--- src/rtl/opw_defs.vh ---
// Offsets, field positions, reset values and timing for the pull word bank
`ifndef OPW_DEFS_VH
`define OPW_DEFS_VH
`define OPW_ADDR_LOW 8'h00
`define OPW_ADDR_HIGH 8'h01
`define OPW_ADDR_RANGE 8'h02
`define OPW_LOW_RESET 16'h0000
`define OPW_HIGH_RESET 16'h0000
`define OPW_HIGH_WORD_MSB 9
`define OPW_OE_BIT 10
`define OPW_HIGH_RO_MSB 15
`define OPW_HIGH_RO_LSB 11
`define OPW_RANGE_MSB 3
`define OPW_WORD_WIDTH 26
`define OPW_DELAY_NS 140000
`define OPW_CLK_PERIOD_NS 10
`define OPW_DELAY_CYCLES (`OPW_DELAY_NS / `OPW_CLK_PERIOD_NS)
`define OPW_APPLY_LATENCY 2
`endif

--- src/rtl/opw_apply_stage.v ---
// Holding stage that applies a new pull word after a latency
`timescale 1ns/10ps
module opw_apply_stage #(
    parameter WIDTH = 26,
    parameter LATENCY = 2
)(
    input wire ref_clk,
    input wire sys_rst,
    input wire load,
    input wire [WIDTH-1:0] load_word,
    output reg [WIDTH-1:0] applied_word,
    output reg change_start
);
    reg [WIDTH-1:0] held_word;
    reg [7:0] count;
    reg busy;
    always @(posedge ref_clk)
    begin
        if (sys_rst)
        begin
            held_word <= {WIDTH{1'b0}};
            applied_word <= {WIDTH{1'b0}};
            count <= 8'h00;
            busy <= 1'b0;
            change_start <= 1'b0;
        end
        else
        begin
            change_start <= 1'b0;
            if (load)
            begin
                // Newest word restarts the wait; no partial update reaches out
                held_word <= load_word;
                count <= LATENCY[7:0];
                busy <= 1'b1;
            end
            else if (busy)
            begin
                if (count <= 8'h01)
                begin
                    applied_word <= held_word;
                    change_start <= 1'b1;
                    busy <= 1'b0;
                    count <= 8'h00;
                end
                else
                begin
                    count <= count - 8'h01;
                end
            end
        end
    end
endmodule

--- src/rtl/opw_pull_word_regs.v ---
// Pull word register bank of the steerable oscillator
`timescale 1ns/10ps
`include "opw_defs.vh"
module opw_pull_word_regs #(
    parameter APPLY_LATENCY = `OPW_APPLY_LATENCY
)(
    input wire ref_clk,
    input wire sys_rst,
    input wire oe_pin_mode,
    input wire oe_pin,
    input wire [3:0] pull_range_in,
    input wire reg_wr,
    input wire reg_rd,
    input wire [7:0] reg_addr,
    input wire [15:0] reg_wdata,
    output reg [15:0] reg_rdata,
    output reg reg_rvalid,
    output reg signed [25:0] pull_setting_word,
    output reg [3:0] pull_range,
    output reg change_start,
    output reg output_enable
);
    reg [15:0] lower_pull_word;
    reg [9:0] upper_pull_word;
    reg sw_oe;
    reg high_load;
    reg [25:0] next_word;
    reg low_hit;
    reg high_hit;
    wire [25:0] applied_word;
    wire applied_pulse;
    reg [15:0] next_rdata;

    // Address decode of the write strobe
    always @*
    begin
        low_hit = 1'b0;
        high_hit = 1'b0;
        case (reg_addr)
            `OPW_ADDR_LOW:
            begin
                low_hit = reg_wr;
            end
            `OPW_ADDR_HIGH:
            begin
                high_hit = reg_wr;
            end
            default:
            begin
                // Range and unmapped offsets take no write
                low_hit = 1'b0;
                high_hit = 1'b0;
            end
        endcase
    end

    always @(posedge ref_clk)
    begin
        if (sys_rst)
        begin
            lower_pull_word <= `OPW_LOW_RESET;
        end
        else if (low_hit)
        begin
            // Held only; the oscillator does not move yet
            lower_pull_word <= reg_wdata;
        end
    end

    always @(posedge ref_clk)
    begin
        if (sys_rst)
        begin
            upper_pull_word <= 10'h000;
        end
        else if (high_hit)
        begin
            // Bits 15:11 are dropped here, so they always read zero
            upper_pull_word <= reg_wdata[`OPW_HIGH_WORD_MSB:0];
        end
    end

    always @(posedge ref_clk)
    begin
        if (sys_rst)
        begin
            sw_oe <= 1'b0;
        end
        else if (high_hit && !oe_pin_mode)
        begin
            // Pin-controlled parts keep the bit frozen
            sw_oe <= reg_wdata[`OPW_OE_BIT];
        end
    end

    always @(posedge ref_clk)
    begin
        if (sys_rst)
        begin
            high_load <= 1'b0;
            next_word <= 26'h0000000;
        end
        else
        begin
            high_load <= high_hit;
            if (high_hit)
            begin
                // Snapshot with latest low word, applied as one unit
                next_word <= {reg_wdata[`OPW_HIGH_WORD_MSB:0],
                    lower_pull_word};
            end
        end
    end

    // Latency far below the 140 us bound
    opw_apply_stage #(
        .WIDTH(`OPW_WORD_WIDTH),
        .LATENCY(APPLY_LATENCY)
    ) u_apply (
        .ref_clk(ref_clk),
        .sys_rst(sys_rst),
        .load(high_load),
        .load_word(next_word),
        .applied_word(applied_word),
        .change_start(applied_pulse)
    );

    always @*
    begin
        next_rdata = 16'h0000;
        case (reg_addr)
            `OPW_ADDR_LOW:
            begin
                next_rdata = lower_pull_word;
            end
            `OPW_ADDR_HIGH:
            begin
                next_rdata = {5'h00, sw_oe, upper_pull_word};
            end
            `OPW_ADDR_RANGE:
            begin
                next_rdata = {12'h000, pull_range_in};
            end
            default:
            begin
                next_rdata = 16'h0000;
            end
        endcase
    end

    always @(posedge ref_clk)
    begin
        if (sys_rst)
        begin
            reg_rdata <= 16'h0000;
            reg_rvalid <= 1'b0;
        end
        else
        begin
            reg_rvalid <= reg_rd;
            // Data holds until the next read, so a slow host is safe
            if (reg_rd)
            begin
                reg_rdata <= next_rdata;
            end
        end
    end

    always @(posedge ref_clk)
    begin
        if (sys_rst)
        begin
            pull_setting_word <= 26'h0000000;
            change_start <= 1'b0;
        end
        else
        begin
            pull_setting_word <= applied_word;
            change_start <= applied_pulse;
        end
    end

    always @(posedge ref_clk)
    begin
        if (sys_rst)
        begin
            pull_range <= 4'h0;
        end
        else
        begin
            pull_range <= pull_range_in;
        end
    end

    always @(posedge ref_clk)
    begin
        if (sys_rst)
        begin
            output_enable <= 1'b0;
        end
        else if (oe_pin_mode)
        begin
            output_enable <= oe_pin;
        end
        else
        begin
            output_enable <= sw_oe;
        end
    end
endmodule

--- config.mk ---
export PLATFORM = sky130hd
export DESIGN_NAME = opw_pull_word_regs
export DESIGN_NICKNAME = d
export VERILOG_FILES = /design/src/rtl/opw_apply_stage.v /design/src/rtl/opw_pull_word_regs.v
export VERILOG_INCLUDE_DIRS = /design/src /design/src/rtl
export SDC_FILE = /design/constraint.sdc
export NUM_CORES = 1
export LEC_CHECK = 0
export ABC_AREA = 1
export BUFFER_PORTS_ARGS = -buffer_cell sky130_fd_sc_hd__buf_2
export CAP_MARGIN = 20
export CORE_MARGIN = 2
export CORE_UTILIZATION = 55
export CTS_CLUSTER_DIAMETER = 30
export CTS_CLUSTER_SIZE = 14
export DETAILED_ROUTE_END_ITERATION = 16
export HOLD_SLACK_MARGIN = 0.06
export PLACE_DENSITY_LB_ADDON = 0.08
export SKIP_LAST_GASP = 1
export SLEW_MARGIN = 5
export SYNTH_ARGS = -nofsm -noshare
export SYNTH_HDL_FRONTEND = slang
export SYNTH_SLANG_ARGS = --single-unit
--- constraint.sdc ---
create_clock -name ref_clk -period 3.87 [get_ports ref_clk]
set_clock_uncertainty 0.05 [all_clocks]
set_input_delay 0.774 -clock ref_clk [delete_from_list [all_inputs] [get_ports ref_clk]]
set_output_delay 0.774 -clock ref_clk [all_outputs]
set_load 0.05 [all_outputs]
# [Yosys cells after proc, flatten, opt, wreduce, memory -nomap -nowiden]
# Cells that the tools add are included.
[classes] n_eq_ne=2 n_reduce_logical=7 muxes=11 n_bitwise=2 add_sub_neg=1 n_lt_le_gt_ge=1
[op_table] op="$pmux 16 s3" n=1
[op_table] op="$eq 8x1->1 const B" n=1
[op_table] op="$eq 8x2->1 const B" n=1
[op_table] op="$le 8x1->1 const B" n=1
[op_table] op="$logic_not 8->1" n=1
[op_table] op="$mux 8" n=1
[op_table] op="$sub 8x1->8 const B" n=1
[op_table] op="$mux 1" n=7
[op_table] op="$mux 2" n=2
[op_table] op="$reduce_and 3->1" n=1
[op_table] op="$reduce_or 3->1" n=1
[op_table] op="$not 1->1" n=2
[op_table] op="$reduce_bool 2->1" n=1
[op_table] op="$reduce_or 2->1" n=1
[op_table] op="$logic_and 1x1->1" n=1
[op_table] op="$logic_not 1->1" n=1
[word_totals] out_inout_bits=49 register_bits=165

# [Longest topological paths before layout]
# Gate-level depths: netlist of the first run.
[logic_depth] ltp_word=4 depth_mapped=9

# [Hierarchy]
# From an unflattened synthesis of the first run, not the netlist that was laid out.
[hier_totals] cells_unflattened=722 area_unflattened_um2=5825.6
[by_module_without_submodules] mod="opw_pull_word_regs" instances=1 area_per_inst_um2=3303.2 cells_each=414
[by_module_without_submodules] mod="opw_apply_stage" instances=1 area_per_inst_um2=2522.4 cells_each=308

# [Worst setup path after synthesis of the first run]
# OpenSTA, ideal clock, no wires.
[synth_path] path_type="input to register" from="input reg_addr[5]" to="register lower_pull_word[0]" slack_ps=2082 setup_time_ps=132 stages=7 arrival_ps=1606 path_buffers=1 cell_sequence="nor2_1 -> nand2_1 -> nor2_2 -> nand2_1 -> clkbuf_1 -> nand2_1 -> a21oi_1"
[synth_via] elab_chain_cells=2
[synth_rtl] item="start, declared" line="opw_pull_word_regs.v:14" rtl="input wire [7:0] reg_addr,"
[synth_rtl] item="$logic_not 8->1" line="opw_pull_word_regs.v:39" rtl="case (reg_addr)"
[synth_rtl] item="$mux 1" line="opw_pull_word_regs.v:39"
[synth_rtl] item="end signal, assigned" line="opw_pull_word_regs.v:61" rtl="lower_pull_word <= `OPW_LOW_RESET;"
[synth_rtl] item="end signal, assigned" line="opw_pull_word_regs.v:66" rtl="lower_pull_word <= reg_wdata;"
[synth_rtl] item="end, declared" line="opw_pull_word_regs.v:23" rtl="reg [15:0] lower_pull_word;"
# No other way between the ends.
# A chain may end at the register's enable or synchronous reset.

# [Worst setup path in the final report of the first run]
[layout_path] from="input reg_addr[1]" to="register sw_oe"
[layout_via] elab_chain_cells=3
[layout_rtl] item="$eq 8x1->1" line="opw_pull_word_regs.v:39"
[layout_rtl] item="$mux 1" line="opw_pull_word_regs.v:39"
[layout_rtl] item="$logic_and 1x1->1" line="opw_pull_word_regs.v:89" rtl="else if (high_hit && !oe_pin_mode)"
[layout_rtl] item="end signal, assigned" line="opw_pull_word_regs.v:92" rtl="sw_oe <= reg_wdata[`OPW_OE_BIT];"
[layout_rtl] item="end, declared" line="opw_pull_word_regs.v:25" rtl="reg sw_oe;"
# No other way between the ends.

==> qor.txt, run 1 <==
Outcome - complete, no violations
Die area - 0.0109 sq mm
Starting Density - 56.6%
Crit path max fanout - 35
Syn Nets - 734
Crit. End Element - register
Fin crit share - 55.1%
Top cells by count, synth - 155 x dfxtp_1, 122 x nand2_1, 109 x nor2_1
Post-route ant nets - 0
Slew Viols, Final - 0
Num Clock Sinks - 155
DR iter-0 viols - 276
Initial antenna violation count - 0
Leak - 3.34 nW
Max_cap viols - 0
Clock power share - 48.7%
Most frequent cell after synthesis - dfxtp_1
Setup TNS Final - 0 ns
Reg power frac - 48.2%
Post-synthesis sequential element count - 155
First-pass GRT wire length - 19.4 mm
Pwr dens - 509 mW/mm^2
Clock root cell - clkbuf_8
Share of layout cells above drive strength 1 - 17.2%
Post-synth top flop - dfxtp_1
Cell area after technology mapping - 0.00553 sq mm
WL final - 11.5 mm
Vias - 4589
I/O pins - 83
Yosys warning count - 0
Nets - 801
Cell taking the most area after synthesis - dfxtp_1
Seq/Total Area, Yosys - 56.1%
Worst Path Required - 4.28 ns
Syn Area/Cell - 7.92 sq um
Die height - 104 um
Clock slew at reported path FFs - 0.06 ns
Grt total ovfl - 0
CTS tree - built
Vias in the first global route - 4277
Worst Tran Pin Value - 0.673 ns
Antenna diodes - 0
Hold crit path type - reg2reg
CTS-repair resized insts - 0
Largest net degree at the start of global routing - 85
NetSw - 0.748 mW
DRC viols - 0
Setup violations, final - 0
Postcts setup bufs - 0
Router iterations before antenna repair - 4
Min setup slack post-route - 1.74 ns
FILL cells - 851
Routed wire per std cell - 12.6 um
Int Pwr - 2.58 mW
Dpl hpwl - 7.77 mm
CP Data Arrival Time - 2.54 ns
Setup Crit Path Kind - in2reg
Top cell type's share of synthesized area - 56.1%
Hold Vio Cnt, Final - 0
Final Total Pwr - 3.33 mW
Worst vdd rail ir drop - 0.000231 V
# H-tree levels - 4
GPL Wtd Cong - 0.847
RSZ-0062 raised after global routing - false
Fin cells - 911
Switching Fraction - 22.5%
Placed cell count - 878
Die X - 104 um
Fmax - 0.469 GHz
Main area contributors after synthesis - dfxtp_1 56%, nand2_1 8.3%, nor2_1 7.4%, o21ai_0 6.5%, inv_1 5.3%
Port Buffers - 82
Total CTS buffers - 17
Post-synth EDFFs - 0
Area Overhead vs Synth - 18.3%
Area of the core - 0.00977 sq mm
Pre-CTS WS - 1.28 ns
Ys async rst share - 0%
Gate power share - 3.1%
Clk buf depth - 2
Gr usage total - 22.2%
CTS Hold Bufs - 0
Relative slew slack - 55.1%
Startpoint Class - input port
Rows - 36
Min Tclk post-route - 2.13 ns
Vias per Instance - 5.04
Post-Syn Instances - 698
Cell variety after synth - 27
Clock Latency Late Sink - 0.53 ns
## final timing paths
| check | startpoint | to | slack, ns | cells past startpoint |
|---|---|---|---|---|
| max | reg_addr[1] | sw_oe | 1.74 | 8 |
| min | u_apply.change_start | change_start | 0.36 | 2 |
| max reg2reg | high_load | u_apply.applied_word[3] | 1.96 | 5 |
| min reg2reg | u_apply.change_start | change_start | 0.36 | 2 |
## flip-flops by register name (all words and copies together) (netlist names), 8 cells and up
register and cells:
lower_pull_word 16, u_apply.applied_word 26, upper_pull_word 10, reg_rdata 16, u_apply.held_word 26, pull_setting_word 26
u_apply.count 8, next_word 16
## power by group through the flow
stage	sequential [mW]	combinational (mW)	clock, mW
2_1_floorplan	1.66	0.0424	0
3_3_place_gp	1.64	0.0978	0
3_5_place_dp	1.64	0.0994	0
4_1_cts	1.61	0.0996	1.64
5_1_grt	1.61	0.110	1.72
6_report	1.61	0.102	1.62
## layout by cell type (no fill, tap or decap), drive strengths merged
master / instances
dfxtp: 155
ha: 2
o21ai: 92
nand4: 1
bufinv: 2
nor3: 2
xor2: 2
or2: 2
nor2: 112
clkbuf: 18
a21oi: 50
xnor2: 2
buf: 86
nand2: 126
clkinv: 7
nand3: 33
inv: 83
a31oi: 1
clkinvlp: 2
## per-layer routing
| layer | up-vias | global-route usage, % | routed length, um |
|---|---|---|---|
| met2 | 125 | 36.5 | 5470 |
| met4 | 0 | 10.2 | 309 |
| met5 | - | 0 | 0 |
| li1 | 2332 | - | - |
| met3 | 22 | 6.45 | 528 |
| met1 | 2110 | 27.0 | 5170 |
## cells by family after synthesis
group	Yosys count	share of synthesized area (%)
flops	155	56.1
xor+xnor	4	0.634
simple gates	276	20.5
fa+ha+maj	2	0.453
buf+inv	118	9.08
compound gates	143	13.2
## critical path, cell delays in order
cell,delay (ns)
buf_2,0.11
inv_1,0.05
nand2_1,0.05
nor2_2,0.23
nand3_2,0.52
inv_2,0.50
nand3_1,0.14
a21oi_1,0.16
## layout make-up
class                   instances  area, sq um  share of cell area, %
clock buffers                  18          428                   6.54
clock inverters                14          165                   2.53
inverters                      80          300                   4.59
multi-input cells             425         1920                   29.4
flip-flops and latches        155         3100                   47.5
well taps                     133          166                   2.54
repair buffers                 86          453                   6.93
## stage by stage
step	hold slack, ns	cell area (sq um)	utilization [%]
after floorplan	0.338	5530	-
after global placement	0.355	5930	60.6
after detailed placement	0.359	5930	60.6
after CTS	0.369	6520	66.7
after global routing	0.381	6540	66.9
final	0.364	6540	66.9
No activity file was read; power rests on OpenSTA's default activity.
==> run 2: changes to the inputs <==
Settings changed: ABC_AREA 1 to 0, CORE_UTILIZATION 55 to 50.
Clock period 3.87 ns to 1.9 ns, I/O delays scaled along.
==> qor.txt, run 2 <==
Starting Density - 51.2% (was 56.6%)
Worst vdd rail ir drop - 0.000625 V (was 0.000231 V)
Hold Vio Cnt, Final - 0 (unchanged)
Clock slew at reported path FFs - 0.06 ns (about the same)
Worst Tran Pin Value - 0.459 ns (was 0.673 ns)
Vias - 4278 (was 4589)
Seq/Total Area, Yosys - 55.9% (was 56.1%)
Dpl hpwl - 8.06 mm (was 7.77 mm)
Main area contributors after synthesis - dfxtp_1 56%, mux2i_1 6.9%, nand2_1 6.8%, nor2b_1 6.7%, a21oi_1 5.3% (was dfxtp_1 56%, nand2_1 8.3%, nor2_1 7.4%, o21ai_0 6.5%, inv_1 5.3%)
Cell taking the most area after synthesis - dfxtp_1 (unchanged)
Pre-CTS WS - -0.209 ns (was 1.28 ns)
FILL cells - 928 (was 851)
Setup Crit Path Kind - reg2reg (was in2reg)
Fin cells - 842 (was 911)
Outcome - complete, but fails checks (was complete, no violations)
Startpoint Class - register (was input port)
Port Buffers - 82 (unchanged)
Antenna diodes - 0 (unchanged)
CP Data Arrival Time - 2.42 ns (was 2.54 ns)
First-pass GRT wire length - 20.0 mm (was 19.4 mm)
Final Total Pwr - 6.84 mW (was 3.33 mW)
Placed inst area - 0.00623 sq mm (was 0.00593 sq mm)
Multi-input gate area - 0.00229 sq mm (was 0.00192 sq mm)
Die area - 0.0120 sq mm (was 0.0109 sq mm)
Area Overhead vs Synth - 28.0% (was 18.3%)
NetSw - 1.42 mW (was 0.748 mW)
Routed wire per std cell - 14.6 um (was 12.6 um)
Min setup slack post-route - -0.155 ns (was 1.74 ns)
Leak - 2.84 nW (was 3.34 nW)
DR iter-0 viols - 178 (was 276)
Initial antenna violation count - 0 (unchanged)
Rows - 38 (was 36)
Cell variety after synth - 39 (was 27)
Router iterations before antenna repair - 4 (unchanged)
Top cells by count, synth - 155 x dfxtp_1, 100 x nand2_1, 59 x a21oi_1, 59 x nor2b_1, 39 x nor2_1 (was 155 x dfxtp_1, 122 x nand2_1, 109 x nor2_1)
Most frequent cell after synthesis - dfxtp_1 (unchanged)
Most frequent cells in the layout - 152 x dfxtp_1, 100 x nand2_1, 81 x buf_2 (was 155 x dfxtp_1, 122 x nand2_1, 109 x nor2_1)
Vias in the first global route - 4072 (was 4277)
Yosys warning count - 0 (unchanged)
Clock root cell - clkbuf_8 (unchanged)
I/O pins - 83 (unchanged)
Worst Path Required - 2.27 ns (was 4.28 ns)
Top cell type's share of synthesized area - 55.9% (was 56.1%)
RSZ-0062 raised after global routing - true (was false)
Gr usage total - 22.0% (was 22.2%)
Area of the core - 0.0108 sq mm (was 0.00977 sq mm)
Post-synth EDFFs - 0 (unchanged)
Cell area after technology mapping - 0.00555 sq mm (was 0.00553 sq mm)
Largest registers - pull_setting_word: 26 flops, u_apply.applied_word: 26 flops, u_apply.held_word: 26 flops (unchanged)
Die height - 109 um (was 104 um)
Relative slew slack - 69.4% (was 55.1%)
DRC viols - 0 (unchanged)
Placed cell count - 785 (was 878)
GPL Wtd Cong - 0.807 (was 0.847)
Syn Area/Cell - 9.67 sq um (was 7.92 sq um)
Clock power share - 48.9% (was 48.7%)
Clock Latency Late Sink - 0.53 ns (about the same)
# H-tree levels - 4 (unchanged)
Switching Fraction - 20.8% (was 22.5%)
Reg power frac - 47.6% (was 48.2%)
CTS tree - built (unchanged)
Hold crit path type - in2reg (was reg2reg)
Total CTS buffers - 17 (unchanged)
Gate power share - 3.4% (was 3.1%)
Nets - 725 (was 801)
Crit. End Element - register (unchanged)
Largest net degree at the start of global routing - 42 (was 85)
Post-route ant nets - 0 (unchanged)
Int Pwr - 5.42 mW (was 2.58 mW)
Register Area - 0.00311 sq mm (was 0.00310 sq mm)
Num Clock Sinks - 155 (unchanged)
Post-synthesis sequential element count - 155 (unchanged)
Die X - 109 um (was 104 um)
Leading cell type in the layout, fill and taps excluded - dfxtp_1 (unchanged)
Clk buf depth - 2 (unchanged)
WL final - 12.3 mm (was 11.5 mm)
Ys async rst share - 0% (unchanged)
Crit path max fanout - 13 (was 35)
Vias per Instance - 5.08 (was 5.04)
Setup violations, final - 26 (was 0)
Pwr dens - 964 mW/mm^2 (was 509 mW/mm^2)
Post-Syn Instances - 574 (was 698)
Failing checks - setup timing
Syn Nets - 610 (was 734)
Share of layout cells above drive strength 1 - 24.9% (was 17.2%)
Fin crit share - 108%
Max_cap viols - 0 (unchanged)
Post-synth top flop - dfxtp_1 (unchanged)
Grt total ovfl - 0 (unchanged)
Fmax - 0.487 GHz
Design Area, Final - 0.00710 sq mm (was 0.00654 sq mm)
Slew Viols, Final - 0 (unchanged)
Min Tclk post-route - 2.06 ns
==> run 2: power by group through the flow <==
stage	sequential, mW	clock [mW]	combinational [mW]
detailed placement	3.33	0	0.200
CTS	3.26	3.39	0.233
global route	3.26	3.55	0.252
floorplan	3.35	0	0.0866
global placement	3.33	0	0.197
finish	3.26	3.35	0.235
==> run 2: final cells by class <==
cell class                 instances  share of cell area (%)
clock buffer                      21                    6.33
clock inverter                    11                    2.01
inverter                           5                   0.264
multi-input combinational        378                    32.3
sequential                       155                    43.8
tap                              140                    2.47
timing repair buffer             132                    12.9
==> run 2: final timing paths <==
path                              from                       to  slack [ns]  depth (start not counted)
setup / recovery      u_apply.count[5]  u_apply.applied_word[6]       -0.16                          6
hold / removal             oe_pin_mode            output_enable        0.09                          3
setup reg to reg      u_apply.count[5]  u_apply.applied_word[6]       -0.16                          6
hold reg to reg   u_apply.change_start             change_start        0.41                          1
==> run 2: logic make-up (layout without fill, tap and decap cells) <==
family	Yosys count	count (layout)	synth area share (%)
and+or+nand+nor	233	233	20.2
DFF	155	155	55.9
AOI/OAI and AO/OA	76	76	7.71
muxes	64	64	12.1
buffers and inverters	41	169	3.09
xor gates and xnor gates	3	3	0.474
adders and majority gates	2	2	0.451
==> run 2: critical path: stages (launching register included) <==
cell and delay (ns):
dfxtp_1 0.31, or4_4 0.54, or2_4 0.28, nor3_4 0.13
buf_4 0.15, buf_12 0.14, mux2_2 0.34
==> run 2: per-stage QoR <==
step	utilization, %	setup TNS (ns)	hold WS [ns]
after global routing	65.5	-5.00	0.0867
after detailed placement	57.5	-5.13	0.380
after global placement	57.5	-4.03	0.381
after floorplan	-	-7.48	0.364
after CTS	65.3	-3.81	0.0760
final	65.5	-3.77	0.0894
==> run 2: timing repair <==
action,4_1_cts,5_1_grt
pin swaps,2,0
hold endpoints to repair,31,0
hold buffers,21,0
cloned,1,1
gates resized for setup,3,3
buffers inserted,2,1
setup endpoints to repair,27,27
==> run 2: routing by layer <==
metal  routed length (um)  track usage, %
met2                 5830            34.4
met1                 5750            29.0
met5                    0               0
met4                  221            8.59
met3                  528            6.16
==> run 3: changes to the inputs <==
Settings changed: GPL_TIMING_DRIVEN set to 0.
==> qor.txt, run 3 (synthesis gave the netlist of run 2 again) <==
Failing checks - setup timing (unchanged)
Antenna diodes - 0 (unchanged)
Min setup slack post-route - -0.166 ns (was -0.155 ns)
Min Hold Slack - 0.0824 ns (was 0.0894 ns)
Post-route ant nets - 0 (unchanged)
Crit path max fanout - 6 (was 13)
NetSw - 1.37 mW (was 1.42 mW)
Die area - 0.0120 sq mm (unchanged)
Nets - 736 (was 725)
WL final - 12.9 mm (was 12.3 mm)
Die X - 109 um (unchanged)
Crit. End Element - register (unchanged)
Int Pwr - 5.33 mW (was 5.42 mW)
Pwr dens - 942 mW/mm^2 (was 964 mW/mm^2)
Setup Crit Path Kind - reg2reg (unchanged)
Max_cap viols - 0 (unchanged)
Clock root cell - clkbuf_8 (unchanged)
Gate power share - 3.4% (about the same)
Worst Tran Pin Value - 0.772 ns (was 0.459 ns)
Num Clock Sinks - 155 (unchanged)
DR iter-0 viols - 221 (was 178)
First-pass GRT wire length - 20.3 mm (was 20.0 mm)
# H-tree levels - 4 (unchanged)
I/O pins - 83 (unchanged)
Fin cells - 853 (was 842)
Core Util, Final - 65.7% (was 65.5%)
FILL cells - 916 (was 928)
Worst Path Required - 2.25 ns (was 2.27 ns)
Die height - 109 um (unchanged)
Placed inst area - 0.00614 sq mm (was 0.00623 sq mm)
Share of layout cells above drive strength 1 - 23.0% (was 24.9%)
CP startpoint - u_apply.count[3] (was u_apply.count[5])
Worst vdd rail ir drop - 0.000565 V (was 0.000625 V)
Router iterations before antenna repair - 5 (was 4)
Hold path startpoint - reg_wdata[8] (was oe_pin_mode)
Area Overhead vs Synth - 28.3% (was 28.0%)
Largest net degree at the start of global routing - 17 (was 42)
Routed wire per std cell - 15.1 um (was 14.6 um)
Setup TNS Final - -3.87 ns (was -3.77 ns)
Largest registers - pull_setting_word: 26 flops, u_apply.applied_word: 26 flops, u_apply.held_word: 26 flops (unchanged)
Clock power share - 47.9% (was 48.9%)
Rows - 38 (unchanged)
Initial antenna violation count - 0 (unchanged)
Hold Vio Cnt, Final - 0 (unchanged)
RR Startpoint - u_apply.count[3] (was u_apply.count[5])
CTS tree - built (unchanged)
Grt total ovfl - 0 (unchanged)
Vias - 4294 (was 4278)
CP Data Arrival Time - 2.42 ns (about the same)
Dpl hpwl - 8.67 mm (was 8.06 mm)
Total CTS buffers - 17 (unchanged)
Fmax - 0.484 GHz (was 0.487 GHz)
Reg power frac - 48.7% (was 47.6%)
Setup violations, final - 26 (unchanged)
Area of the core - 0.0108 sq mm (unchanged)
RSZ-0062 raised after global routing - true (unchanged)
Vias in the first global route - 4086 (was 4072)
Slew Viols, Final - 0 (unchanged)
Leading cell type in the layout, fill and taps excluded - dfxtp_1 (unchanged)
Design Area, Final - 0.00712 sq mm (was 0.00710 sq mm)
DRC viols - 0 (unchanged)
Relative slew slack - 48.5% (was 69.4%)
Hold crit path type - in2reg (unchanged)
Switching Fraction - 20.4% (was 20.8%)
Clk buf depth - 2 (unchanged)
Most frequent cells in the layout - 152 x dfxtp_1, 100 x nand2_1, 82 x buf_2 (was 152 x dfxtp_1, 100 x nand2_1, 81 x buf_2)
Startpoint Class - register (unchanged)
Min Tclk post-route - 2.07 ns (was 2.06 ns)
Port Buffers - 80 (was 82)
Fin crit share - 109% (was 108%)
Vias per Instance - 5.03 (was 5.08)
GPL Wtd Cong - 0.817 (was 0.807)
Gr usage total - 22.5% (was 22.0%)
Clock Latency Late Sink - 0.52 ns (was 0.53 ns)
Outcome - complete, but fails checks (unchanged)
Placed cell count - 794 (was 785)
Clock slew at reported path FFs - 0.06 ns (about the same)
Leak - 2.81 nW (was 2.84 nW)
Starting Density - 51.2% (unchanged)
[run 3: changes by cell type in the layout (fill, tap and decap cells not counted), moves of 3 or more]
cell | previous run | this run
mux2_4 | 0 | 22
mux2_2 | 24 | 4
clkbuf_2 | 0 | 8
dlygate4sd3_1 | 21 | 18
buf_1 | 0 | 7
clkbuf_1 | 2 | 23
buf_4 | 24 | 6
[run 3: critical path, stage by stage (launching register included)]
cell	delay, ns
dfxtp_2	0.32
or4_4	0.56
or2_4	0.27
nor3_4	0.15
buf_12	0.16
buf_12	0.12
mux2_2	0.33
[run 3: final timing paths]
path | end | slack [ns] | cells after the start
worst max-delay path | u_apply.applied_word[8] | -0.17 | 6
worst min-delay path | upper_pull_word[8] | 0.08 | 3
worst max register to register | u_apply.applied_word[8] | -0.17 | 6
worst min register to register | change_start | 0.40 | 1
[run 3: layer usage]
metal | share of wire, % | wire (um) | global-route usage (%) | vias up
li1 | - | - | - | 2177
met1 | 47 | 6040 | 29.4 | 2002
met2 | 47 | 6080 | 36.3 | 91
met3 | 3.6 | 468 | 4.74 | 24
met4 | 2.1 | 276 | 9.13 | 0
met5 | 0 | 0 | 0 | -
[run 3: through the flow]
step	setup slack [ns]	power, mW
final	-0.166	6.70
after global routing	-0.207	6.93
after CTS	-0.315	6.75
after detailed placement	-0.725	3.53
after global placement	-0.737	3.52
after floorplan	-0.322	3.44
[run 3: final cells by class]
type,count,area (sq um),area share (%)
well taps,140,175,2.46
multi-input cells,378,2380,33.5
clock inverters,8,119,1.67
inverters,5,18.8,0.264
plain buffers,35,171,2.41
repair buffers,108,701,9.85
flip-flops and latches,155,3110,43.7
clock buffers,24,440,6.19
[run 3: repair_timing]
action / in CTS / in global routing
cloned: 1 / 1
hold buffers: 18 / 0
endpoints found under the setup margin: 86 / 60
pin swaps: 1 / 4
resized for setup: 12 / 35
endpoints found under the hold margin: 24 / 0
setup buffers: 6 / 2
[run 3: power groups by stage]
stage | clock, mW | sequential (mW) | combinational [mW]
2_1_floorplan | 0 | 3.35 | 0.0866
3_5_place_dp | 0 | 3.33 | 0.195
3_3_place_gp | 0 | 3.33 | 0.192
6_report | 3.21 | 3.26 | 0.228
5_1_grt | 3.42 | 3.26 | 0.247
4_1_cts | 3.26 | 3.26 | 0.224
